File: config.mk
export PLATFORM = sky130hd
export DESIGN_NAME = hpsd_top
export DESIGN_NICKNAME = d
export VERILOG_FILES = /design/src/hdl/hpsd_pkg.sv /design/src/hdl/hpsd_port_cfg.sv /design/src/hdl/hpsd_top.sv
export SDC_FILE = /design/constraint.sdc
export NUM_CORES = 1
export LEC_CHECK = 0
export BUFFER_PORTS_ARGS = -buffer_cell sky130_fd_sc_hd__clkbuf_2
export CAP_MARGIN = 30
export CORE_MARGIN = 2
export CORE_UTILIZATION = 52
export DETAILED_ROUTE_END_ITERATION = 8
export PLACE_DENSITY = 0.87
export SETUP_SLACK_MARGIN = 0.5
export SLEW_MARGIN = 30
export SYNTH_ARGS = -nofsm -noshare
export SYNTH_HDL_FRONTEND = slang
export SYNTH_HIERARCHICAL = 1
export SYNTH_SLANG_ARGS = --single-unit
File: constraint.sdc
create_clock -name clk -period 4.4 [get_ports clk]
set_clock_uncertainty 0.15 [all_clocks]
set_input_delay 1.1 -clock clk [delete_from_list [all_inputs] [get_ports clk]]
set_output_delay 1.1 -clock clk [all_outputs]
set_load 0.01 [all_outputs]
File: src/hdl/hpsd_pkg.sv
// Constants for the host port select and default configuration block.
// Assumes one 25 MHz clock and an asynchronous active-high reset.
//
// Overview of operation
// - Two-wire port is Fast-mode slave, 400 kb/s max.
// - Strap low enables clocked serial, disables two-wire.
// - Clocked serial port is slave, only with strap low.
// - Both async ports reset to 38400 8N1.
// - Primary sends default NMEA set, binary protocol quiet.
// - Primary accepts binary, NMEA, RTCM input.
// - No RTCM output on either async port.
// - Secondary NMEA off by default, binary output impossible.
// - Secondary takes RTCM input, never binary input.
// - USB, two-wire, clocked serial mirror primary defaults.
package hpsd_pkg;

	// Framing defaults
	localparam logic [19:0] BAUD_DEFAULT = 20'h09600;
	localparam logic [3:0] DATA_BITS_DEFAULT = 4'h8;
	localparam logic [1:0] PARITY_NONE = 2'h0;
	localparam logic [1:0] STOP_BITS_DEFAULT = 2'h1;

	// Two-wire port limits
	localparam int unsigned TWO_WIRE_MAX_KBPS = 400;
	localparam int unsigned CLK_KHZ = 25000;
	localparam int unsigned TWO_WIRE_MIN_BIT_CYCLES = (CLK_KHZ + TWO_WIRE_MAX_KBPS - 1) / TWO_WIRE_MAX_KBPS;

	// NMEA message mask bit positions
	localparam int unsigned NMEA_GGA = 0;
	localparam int unsigned NMEA_GLL = 1;
	localparam int unsigned NMEA_GSA = 2;
	localparam int unsigned NMEA_GSV = 3;
	localparam int unsigned NMEA_RMC = 4;
	localparam int unsigned NMEA_VTG = 5;
	localparam int unsigned NMEA_TXT = 6;
	localparam logic [6:0] NMEA_MSG_DEFAULT = 7'h7F;
	localparam logic [6:0] NMEA_MSG_NONE = 7'h00;

	// Protocol mask bit positions: binary, NMEA, RTCM
	localparam int unsigned PROTO_BIN = 0;
	localparam int unsigned PROTO_NMEA = 1;
	localparam int unsigned PROTO_RTCM = 2;
	localparam logic [2:0] PRI_IN_DEFAULT = 3'h7;
	localparam logic [2:0] PRI_IN_ALLOWED = 3'h7;
	localparam logic [2:0] PRI_OUT_DEFAULT = 3'h3;
	localparam logic [2:0] PRI_OUT_ALLOWED = 3'h3;
	localparam logic [2:0] SEC_IN_DEFAULT = 3'h4;
	localparam logic [2:0] SEC_IN_ALLOWED = 3'h6;
	localparam logic [2:0] SEC_OUT_DEFAULT = 3'h0;
	localparam logic [2:0] SEC_OUT_ALLOWED = 3'h2;
	localparam logic [7:0] BIN_MSG_DEFAULT = 8'h00;

	// Port indices
	localparam int unsigned PORT_PRI = 0;
	localparam int unsigned PORT_SEC = 1;
	localparam int unsigned PORT_USB = 2;
	localparam int unsigned PORT_TWI = 3;
	localparam int unsigned PORT_SPI = 4;
	localparam int unsigned NUM_PORTS = 5;

	typedef enum logic [1:0] {
		HPSD_ST_RESET,
		HPSD_ST_STRAP,
		HPSD_ST_RUN
	} hpsd_state_type;

endpackage

File: src/hdl/hpsd_port_cfg.sv
// One port's configuration store: framing and protocol masks.
// Assumes writes arrive as single-cycle strobes from the host side.
`timescale 1ns/1ps
module hpsd_port_cfg #(
	parameter logic [2:0] IN_DEFAULT = 3'h7,
	parameter logic [2:0] IN_ALLOWED = 3'h7,
	parameter logic [2:0] OUT_DEFAULT = 3'h3,
	parameter logic [2:0] OUT_ALLOWED = 3'h3,
	parameter logic [6:0] NMEA_DEFAULT = 7'h7F
) (
	input wire logic clk,
	input wire logic rst,
	input wire logic cfg_we,
	input wire logic [19:0] cfg_baud,
	input wire logic [2:0] cfg_in_proto,
	input wire logic [2:0] cfg_out_proto,
	input wire logic [6:0] cfg_nmea_msgs,
	output logic [19:0] baud,
	output logic [3:0] data_bits,
	output logic [1:0] parity,
	output logic [1:0] stop_bits,
	output logic [2:0] in_proto,
	output logic [2:0] out_proto,
	output logic [6:0] nmea_msgs,
	output logic [7:0] bin_msgs
);

	typedef struct packed {
		logic [19:0] baud;
		logic [2:0] in_proto;
		logic [2:0] out_proto;
		logic [6:0] nmea;
	} hpsd_cfg_type;

	hpsd_cfg_type s_q;
	hpsd_cfg_type s_d;

	always_comb begin
		s_d = s_q;
		if (cfg_we) begin
			s_d.baud = cfg_baud;
			s_d.in_proto = cfg_in_proto & IN_ALLOWED;
			s_d.out_proto = cfg_out_proto & OUT_ALLOWED;
			s_d.nmea = cfg_nmea_msgs;
		end
	end

	always_ff @(posedge clk or posedge rst) begin
		if (rst) begin
			s_q.baud <= hpsd_pkg::BAUD_DEFAULT;
			s_q.in_proto <= IN_DEFAULT;
			s_q.out_proto <= OUT_DEFAULT;
			s_q.nmea <= NMEA_DEFAULT;
		end else begin
			s_q <= s_d;
		end
	end

	assign baud = s_q.baud;
	assign data_bits = hpsd_pkg::DATA_BITS_DEFAULT;
	assign parity = hpsd_pkg::PARITY_NONE;
	assign stop_bits = hpsd_pkg::STOP_BITS_DEFAULT;
	assign in_proto = s_q.in_proto;
	assign out_proto = s_q.out_proto;
	assign nmea_msgs = s_q.nmea;
	assign bin_msgs = hpsd_pkg::BIN_MSG_DEFAULT;

endmodule

File: src/hdl/hpsd_top.sv
// Host port selection and default protocol configuration.
// Assumes the strap is stable around reset release and inputs are synchronous to clk.
`timescale 1ns/1ps
module hpsd_top (
	input wire logic clk,
	input wire logic rst,
	input wire logic sel_strap,
	input wire logic [4:0] cfg_we,
	input wire logic [19:0] cfg_baud,
	input wire logic [2:0] cfg_in_proto,
	input wire logic [2:0] cfg_out_proto,
	input wire logic [6:0] cfg_nmea_msgs,
	output logic spi_en,
	output logic twi_en,
	output logic [7:0] twi_min_bit_cycles,
	output logic cfg_ready,
	output logic [99:0] port_baud,
	output logic [19:0] port_data_bits,
	output logic [9:0] port_parity,
	output logic [9:0] port_stop_bits,
	output logic [14:0] port_in_proto,
	output logic [14:0] port_out_proto,
	output logic [34:0] port_nmea_msgs,
	output logic [39:0] port_bin_msgs
);

	////////////////////////////////////////////////////////////////////////
	// State

	typedef struct packed {
		hpsd_pkg::hpsd_state_type st;
		logic spi;
		logic twi;
	} hpsd_top_type;

	hpsd_top_type s_q;
	hpsd_top_type s_d;

	always_comb begin
		s_d = s_q;
		case (s_q.st)
			hpsd_pkg::HPSD_ST_RESET: begin
				s_d.st = hpsd_pkg::HPSD_ST_STRAP;
			end
			hpsd_pkg::HPSD_ST_STRAP: begin
				s_d.spi = ~sel_strap;
				s_d.twi = sel_strap;
				s_d.st = hpsd_pkg::HPSD_ST_RUN;
			end
			hpsd_pkg::HPSD_ST_RUN: begin
				s_d.st = hpsd_pkg::HPSD_ST_RUN;
			end
			default: begin
				s_d.st = hpsd_pkg::HPSD_ST_RESET;
			end
		endcase
	end

	always_ff @(posedge clk or posedge rst) begin
		if (rst) begin
			s_q.st <= hpsd_pkg::HPSD_ST_RESET;
			s_q.spi <= 1'b0;
			s_q.twi <= 1'b0;
		end else begin
			s_q <= s_d;
		end
	end

	assign spi_en = s_q.spi;
	assign twi_en = s_q.twi;
	assign cfg_ready = (s_q.st == hpsd_pkg::HPSD_ST_RUN);
	assign twi_min_bit_cycles = 8'(hpsd_pkg::TWO_WIRE_MIN_BIT_CYCLES);

	////////////////////////////////////////////////////////////////////////
	// Port defaults and limits by port index

	function automatic logic [2:0] in_default(input int unsigned idx);
		case (idx)
			hpsd_pkg::PORT_PRI: begin
				return hpsd_pkg::PRI_IN_DEFAULT;
			end
			hpsd_pkg::PORT_SEC: begin
				return hpsd_pkg::SEC_IN_DEFAULT;
			end
			hpsd_pkg::PORT_USB: begin
				return hpsd_pkg::PRI_IN_DEFAULT;
			end
			hpsd_pkg::PORT_TWI: begin
				return hpsd_pkg::PRI_IN_DEFAULT;
			end
			hpsd_pkg::PORT_SPI: begin
				return hpsd_pkg::PRI_IN_DEFAULT;
			end
			default: begin
				return hpsd_pkg::PRI_IN_DEFAULT;
			end
		endcase
	endfunction

	function automatic logic [2:0] in_allowed(input int unsigned idx);
		case (idx)
			hpsd_pkg::PORT_PRI: begin
				return hpsd_pkg::PRI_IN_ALLOWED;
			end
			hpsd_pkg::PORT_SEC: begin
				return hpsd_pkg::SEC_IN_ALLOWED;
			end
			hpsd_pkg::PORT_USB: begin
				return hpsd_pkg::PRI_IN_ALLOWED;
			end
			hpsd_pkg::PORT_TWI: begin
				return hpsd_pkg::PRI_IN_ALLOWED;
			end
			hpsd_pkg::PORT_SPI: begin
				return hpsd_pkg::PRI_IN_ALLOWED;
			end
			default: begin
				return hpsd_pkg::PRI_IN_ALLOWED;
			end
		endcase
	endfunction

	function automatic logic [2:0] out_default(input int unsigned idx);
		case (idx)
			hpsd_pkg::PORT_PRI: begin
				return hpsd_pkg::PRI_OUT_DEFAULT;
			end
			hpsd_pkg::PORT_SEC: begin
				return hpsd_pkg::SEC_OUT_DEFAULT;
			end
			hpsd_pkg::PORT_USB: begin
				return hpsd_pkg::PRI_OUT_DEFAULT;
			end
			hpsd_pkg::PORT_TWI: begin
				return hpsd_pkg::PRI_OUT_DEFAULT;
			end
			hpsd_pkg::PORT_SPI: begin
				return hpsd_pkg::PRI_OUT_DEFAULT;
			end
			default: begin
				return hpsd_pkg::PRI_OUT_DEFAULT;
			end
		endcase
	endfunction

	function automatic logic [2:0] out_allowed(input int unsigned idx);
		case (idx)
			hpsd_pkg::PORT_PRI: begin
				return hpsd_pkg::PRI_OUT_ALLOWED;
			end
			hpsd_pkg::PORT_SEC: begin
				return hpsd_pkg::SEC_OUT_ALLOWED;
			end
			hpsd_pkg::PORT_USB: begin
				return hpsd_pkg::PRI_OUT_ALLOWED;
			end
			hpsd_pkg::PORT_TWI: begin
				return hpsd_pkg::PRI_OUT_ALLOWED;
			end
			hpsd_pkg::PORT_SPI: begin
				return hpsd_pkg::PRI_OUT_ALLOWED;
			end
			default: begin
				return hpsd_pkg::PRI_OUT_ALLOWED;
			end
		endcase
	endfunction

	function automatic logic [6:0] nmea_default(input int unsigned idx);
		case (idx)
			hpsd_pkg::PORT_PRI: begin
				return hpsd_pkg::NMEA_MSG_DEFAULT;
			end
			hpsd_pkg::PORT_SEC: begin
				return hpsd_pkg::NMEA_MSG_NONE;
			end
			hpsd_pkg::PORT_USB: begin
				return hpsd_pkg::NMEA_MSG_DEFAULT;
			end
			hpsd_pkg::PORT_TWI: begin
				return hpsd_pkg::NMEA_MSG_DEFAULT;
			end
			hpsd_pkg::PORT_SPI: begin
				return hpsd_pkg::NMEA_MSG_DEFAULT;
			end
			default: begin
				return hpsd_pkg::NMEA_MSG_DEFAULT;
			end
		endcase
	endfunction

	////////////////////////////////////////////////////////////////////////
	// Per-port configuration

	genvar g;
	generate
		for (g = 0; g < hpsd_pkg::NUM_PORTS; g = g + 1) begin : gen_port
			hpsd_port_cfg #(
				.IN_DEFAULT(in_default(g)),
				.IN_ALLOWED(in_allowed(g)),
				.OUT_DEFAULT(out_default(g)),
				.OUT_ALLOWED(out_allowed(g)),
				.NMEA_DEFAULT(nmea_default(g))
			) u_cfg (
				.clk(clk),
				.rst(rst),
				.cfg_we(cfg_we[g] & cfg_ready),
				.cfg_baud(cfg_baud),
				.cfg_in_proto(cfg_in_proto),
				.cfg_out_proto(cfg_out_proto),
				.cfg_nmea_msgs(cfg_nmea_msgs),
				.baud(port_baud[g*20 +: 20]),
				.data_bits(port_data_bits[g*4 +: 4]),
				.parity(port_parity[g*2 +: 2]),
				.stop_bits(port_stop_bits[g*2 +: 2]),
				.in_proto(port_in_proto[g*3 +: 3]),
				.out_proto(port_out_proto[g*3 +: 3]),
				.nmea_msgs(port_nmea_msgs[g*7 +: 7]),
				.bin_msgs(port_bin_msgs[g*8 +: 8])
			);
		end
	endgenerate

endmodule

## Word level (Yosys, flattened, before mapping)

Index checks and enable logic that the tools add are counted.

| storage, ports and cells | value |
|---|---|
| register bits | 162 |
| output and inout port bits | 256 |
| word-level logic and storage cells | 34 |

| cells by class | value |
|---|---|
| equal/unequal tests | 2 |
| mux-type cells | 1 |
| bitwise operators | 6 |
| reduce and logical (&&, ||, !) cells | 2 |

Operator list:

| kind | count |
|---|---|
| $and 1x1->1 | 5 |
| $pmux 2 s2 | 1 |
| $eq 2x1->1 const B | 1 |
| $eq 2x2->1 const B | 1 |
| $logic_not 2->1 | 1 |
| $reduce_or 2->1 | 1 |
| $not 1->1 | 1 |

## Depth between registers and ports, before layout

| logic depth | value |
|---|---|
| depth in word-level cells | 3 |
| depth in mapped cells | 6 |

## Cells and area by module

The synthesis kept the hierarchy.

Modules (own cells, without submodules):

| module | times used | cells each | area an instance (sq um) | seq. area each (sq um) |
|---|---|---|---|---|
| hpsd_port_cfg (gen_port[0].u_cfg ...) | 4 | 88 | 1503.9 | 820.8 |
| hpsd_port_cfg (gen_port[1].u_cfg) | 1 | 85 | 1395.1 | 757.0 |
| hpsd_top | 1 | 29 | 289.0 | 100.1 |

## Least setup slack after synthesis

Ideal clock, no wire load.

| path | value |
|---|---|
| path kind | in2reg |
| start | in cfg_we[0] |
| end | reg gen_port[0].u_cfg/baud[11] (netlist name) |
| setup time | 125 ps |
| arrival | 1800 ps |
| required time | 4125 ps |
| setup slack | 2325 ps |
| stages on the path | 4 |
| path buffers | 2 |
| cell sequence | and2_1 buf_6 buf_12 mux2_4 |

| between the ends | value |
|---|---|
| cells in the longest elaborated chain, start to end | 1 |

Ends and longest elaborated chain:

| item | line | text |
|---|---|---|
| start, declared | hpsd_top.sv:8 | `input wire logic [4:0] cfg_we,` |
| $and 1x1->1 | hpsd_top.sv:207 | `.cfg_we(cfg_we[g] & cfg_ready),` |

No other way between the ends.
A chain may end at the register's enable or synchronous reset.

## Final worst setup path

| path | value |
|---|---|
| start | reg s_q[2] (netlist name) |
| end | reg gen_port[2].u_cfg/baud[17] (netlist name) |

| between the ends | value |
|---|---|
| cells in the longest elaborated chain, start to end | 2 |

Ends and longest elaborated chain:

| item | line | text |
|---|---|---|
| start, declared | hpsd_top.sv:36 | `hpsd_top_type s_q;` |
| $eq 2x2->1 | hpsd_top.sv:71 | `assign cfg_ready = (s_q.st == hpsd_pkg::HPSD_ST_RUN);` |
| $and 1x1->1 | hpsd_top.sv:207 |  |

No other way between the ends.

==> metrics.cfg <==
[synth]
synth_cell_types=12
yosysTopAreaCell=dfrtp_1
ys_async_sr_fraction_pct=100
ys.flop_type=dfrtp_1
synth_commonest_cells=mux2_4 (151), buf_4 (95), dfrtp_1 (93)
synth.top_cell.area_share_pct=30.2
synth_most_common_cell=mux2_4
avgSynthCellArea_sq_um=16.5
ys_seq_area_share_pct=53.8
synth_seq_cells=162
ys_warn_count=6
synth_area_leaders=dfrtp_1 (30%), mux2_4 (29%), dfstp_2 (24%)
synthCells=466
syn_area_sq_um=7700
synth_edf_count=0

[sta]
finalHoldViolCount=0
drv_slew=0
max_freq_mhz=401
fin_crit_ns=2.49
timing.slew.headroom_pct=42.6
setup_ws_ns=1.91
setup_viol=0
tns_ns=0
whs_ns=0.361
rsz0062_at_grt=no
worst_pin_slew_ns=0.861
post-route-period-util_pct=56.6

[pwr]
p_sw_share_pct=25.3
seq_power_share_pct=45.5
clockPowerShare_pct=37.8
comb_power_share_pct=16.7
p_int_w=0.00292
switching_power_w=0.000992
power_leakage_nw=4.67
ir_drop_mv=0.226
p_per_area_nw_per_um2=440

[worst_hold_path]
hold_path_class=reg2reg

[global_route]
grt_first_pass_wirelength_microns=25800
grt_overflow=0
grt_pass1_vias=4374
grt_start_max_net_pins=31
grt_antenna_before_repair=0
grt_usage_pct=21.2

[layout]
fin_cells=861
finish.net_count=709
drive_gt1_share_pct=69.7
syn2layout_area_growth_pct=15.7
antennaDiodeCount=0
num-fill-cells=1111

[setup_path]
crit_required_ns=4.55
start_kind=flop
crit_type=reg2reg
worst-r2r-setup-slack_ns=1.91
cp_max_fo=23
crit_arrival_ns=2.64
critical_path.cell_chain=inv_1, ha_1, and2_2, buf_4, mux2_4
path_delay_family=simple AND/OR/NAND/NOR gates
endpoint_kind=flop
cpMaxStageDelayCell=and2_2
max_stage_delay_ns=0.75
cp.buffers_inverters=2

[floorplanning]
initial_core_util_pct=53.2
die-area_sq_um=15800
die_x_microns=126
coreArea_sq_um=14500
fp-row-count=44
die_y_microns=126
boundaryPins=297

[drt]
firstDrtPassIters=4
drc_errors=0
route.vias.total=4117
drtIter0Drc=173
viasPerCell=4.78
ant_nets=0
routed_wl_microns=16700
wl_per_cell_microns=19.4

[clocking]
cts_tree=built
cts_setup_buffers=0
clock_latency_ns=0.41
ctsHoldBuffers=0
clockBufferDepth=2
root_buffer=clkbuf_16
ctsResizeCount=0
clk_pin_slew_ns=0.06
cts.sinks=162
cts_buffers=17
htree_levels=4

[flow_run]
drv_cap=0

[place]
place.detailed.instances=828
pre_cts_ws_ns=1.44
hpwl_microns=11500
io_buffers=200
gp_congestion=0.796

[status]
status=finished clean

## logic make-up (layout without fill, tap and decap cells)
family	count (synthesis)	in the layout	synth area share (%)
adder cells (fa/ha/maj)	4	4	0.650
buffers and inverters	123	251	13.8
flip-flops	162	162	53.8
multiplexers	160	160	30.7
other	12	95	0.585
AND/OR/NAND/NOR	5	5	0.406
## cells in the final DEF (no fill, tap or decap)
master      instances
mux2_4            151
clkinvlp_4          1
and2_2              2
inv_1               9
bufinv_16           1
mux2i_1             1
mux2_2              8
buf_4               9
and2_4              3
buf_8               1
clkbuf_8            4
clkbuf_1            3
dfrtp_1            93
dfstp_2            69
conb_1             95
clkinv_4            1
inv_6               1
clkbuf_2          200
clkbuf_16          19
ha_1                4
clkinv_2            2
## stage by stage
stage | area, sq um | util, % | total power, W
after floorplan | 8010 | - | 0.00228
after global placement | 8280 | 57.2 | 0.00243
after detailed placement | 8290 | 57.2 | 0.00246
after CTS | 8890 | 61.4 | 0.00395
after global routing | 8910 | 61.5 | 0.00407
final | 8910 | 61.5 | 0.00392
## power by group through the flow
stage / clock network [W] / logic [W] / registers (W)
after floorplan: 0 / 0.000420 / 0.00186
after global placement: 0 / 0.000637 / 0.00179
after detailed placement: 0 / 0.000657 / 0.00180
after CTS: 0.00151 / 0.000658 / 0.00178
after global routing: 0.00158 / 0.000695 / 0.00180
final: 0.00148 / 0.000654 / 0.00178
## state kept, by name, indices dropped and copies added (netlist names)
name and flops:
gen_port.u_cfg/in_proto 14, gen_port.u_cfg/nmea_msgs 35, spi_en 1, twi_en 1
s_q 2, gen_port.u_cfg/out_proto 9, gen_port.u_cfg/baud 100
## final cells by class
class	instances	area, sq um	share of cell area (%)
Clock buffer	26	542	6.08
Clock inverter	6	65.1	0.730
Inverter	9	33.8	0.379
Multi-Input combinational cell	264	2820	31.6
Sequential cell	162	4140	46.5
Tap cell	184	230	2.58
Timing Repair Buffer	210	1080	12.2
## worst register-to-register path, stage by stage, from the launching register on
cell and delay, ns:
dfrtp_1 0.38, inv_1 0.11, ha_1 0.25, and2_2 0.75, buf_4 0.40, mux2_4 0.33
## path summary, 6_finish.rpt
check                                                                  to  depth (start not counted)                                   from
max in group asynchronous       gen_port[2].u_cfg/in_proto[1]$_DFFE_PP1P_                          3                                    rst
min in group asynchronous                                s_q[3]$_DFF_PP0_                          2                                    rst
worst max register to register     gen_port[2].u_cfg/baud[17]$_DFFE_PP0P_                          5                       s_q[2]$_DFF_PP0_
worst min-delay path                gen_port[0].u_cfg/baud[5]$_DFFE_PP0P_                          1  gen_port[0].u_cfg/baud[5]$_DFFE_PP0P_
worst max-delay path               gen_port[2].u_cfg/baud[17]$_DFFE_PP0P_                          5                       s_q[2]$_DFF_PP0_
worst min register to register      gen_port[0].u_cfg/baud[5]$_DFFE_PP0P_                          1  gen_port[0].u_cfg/baud[5]$_DFFE_PP0P_
## per-layer routing
metal	up-vias	GRT usage (%)	share of wire, %
met5	-	0	0
met4	0	5.75	1.2
met3	17	5.52	6.0
met2	190	35.4	50
met1	2156	27.7	42
li1	1754	-	-
(Power assumes the default switching activity.)
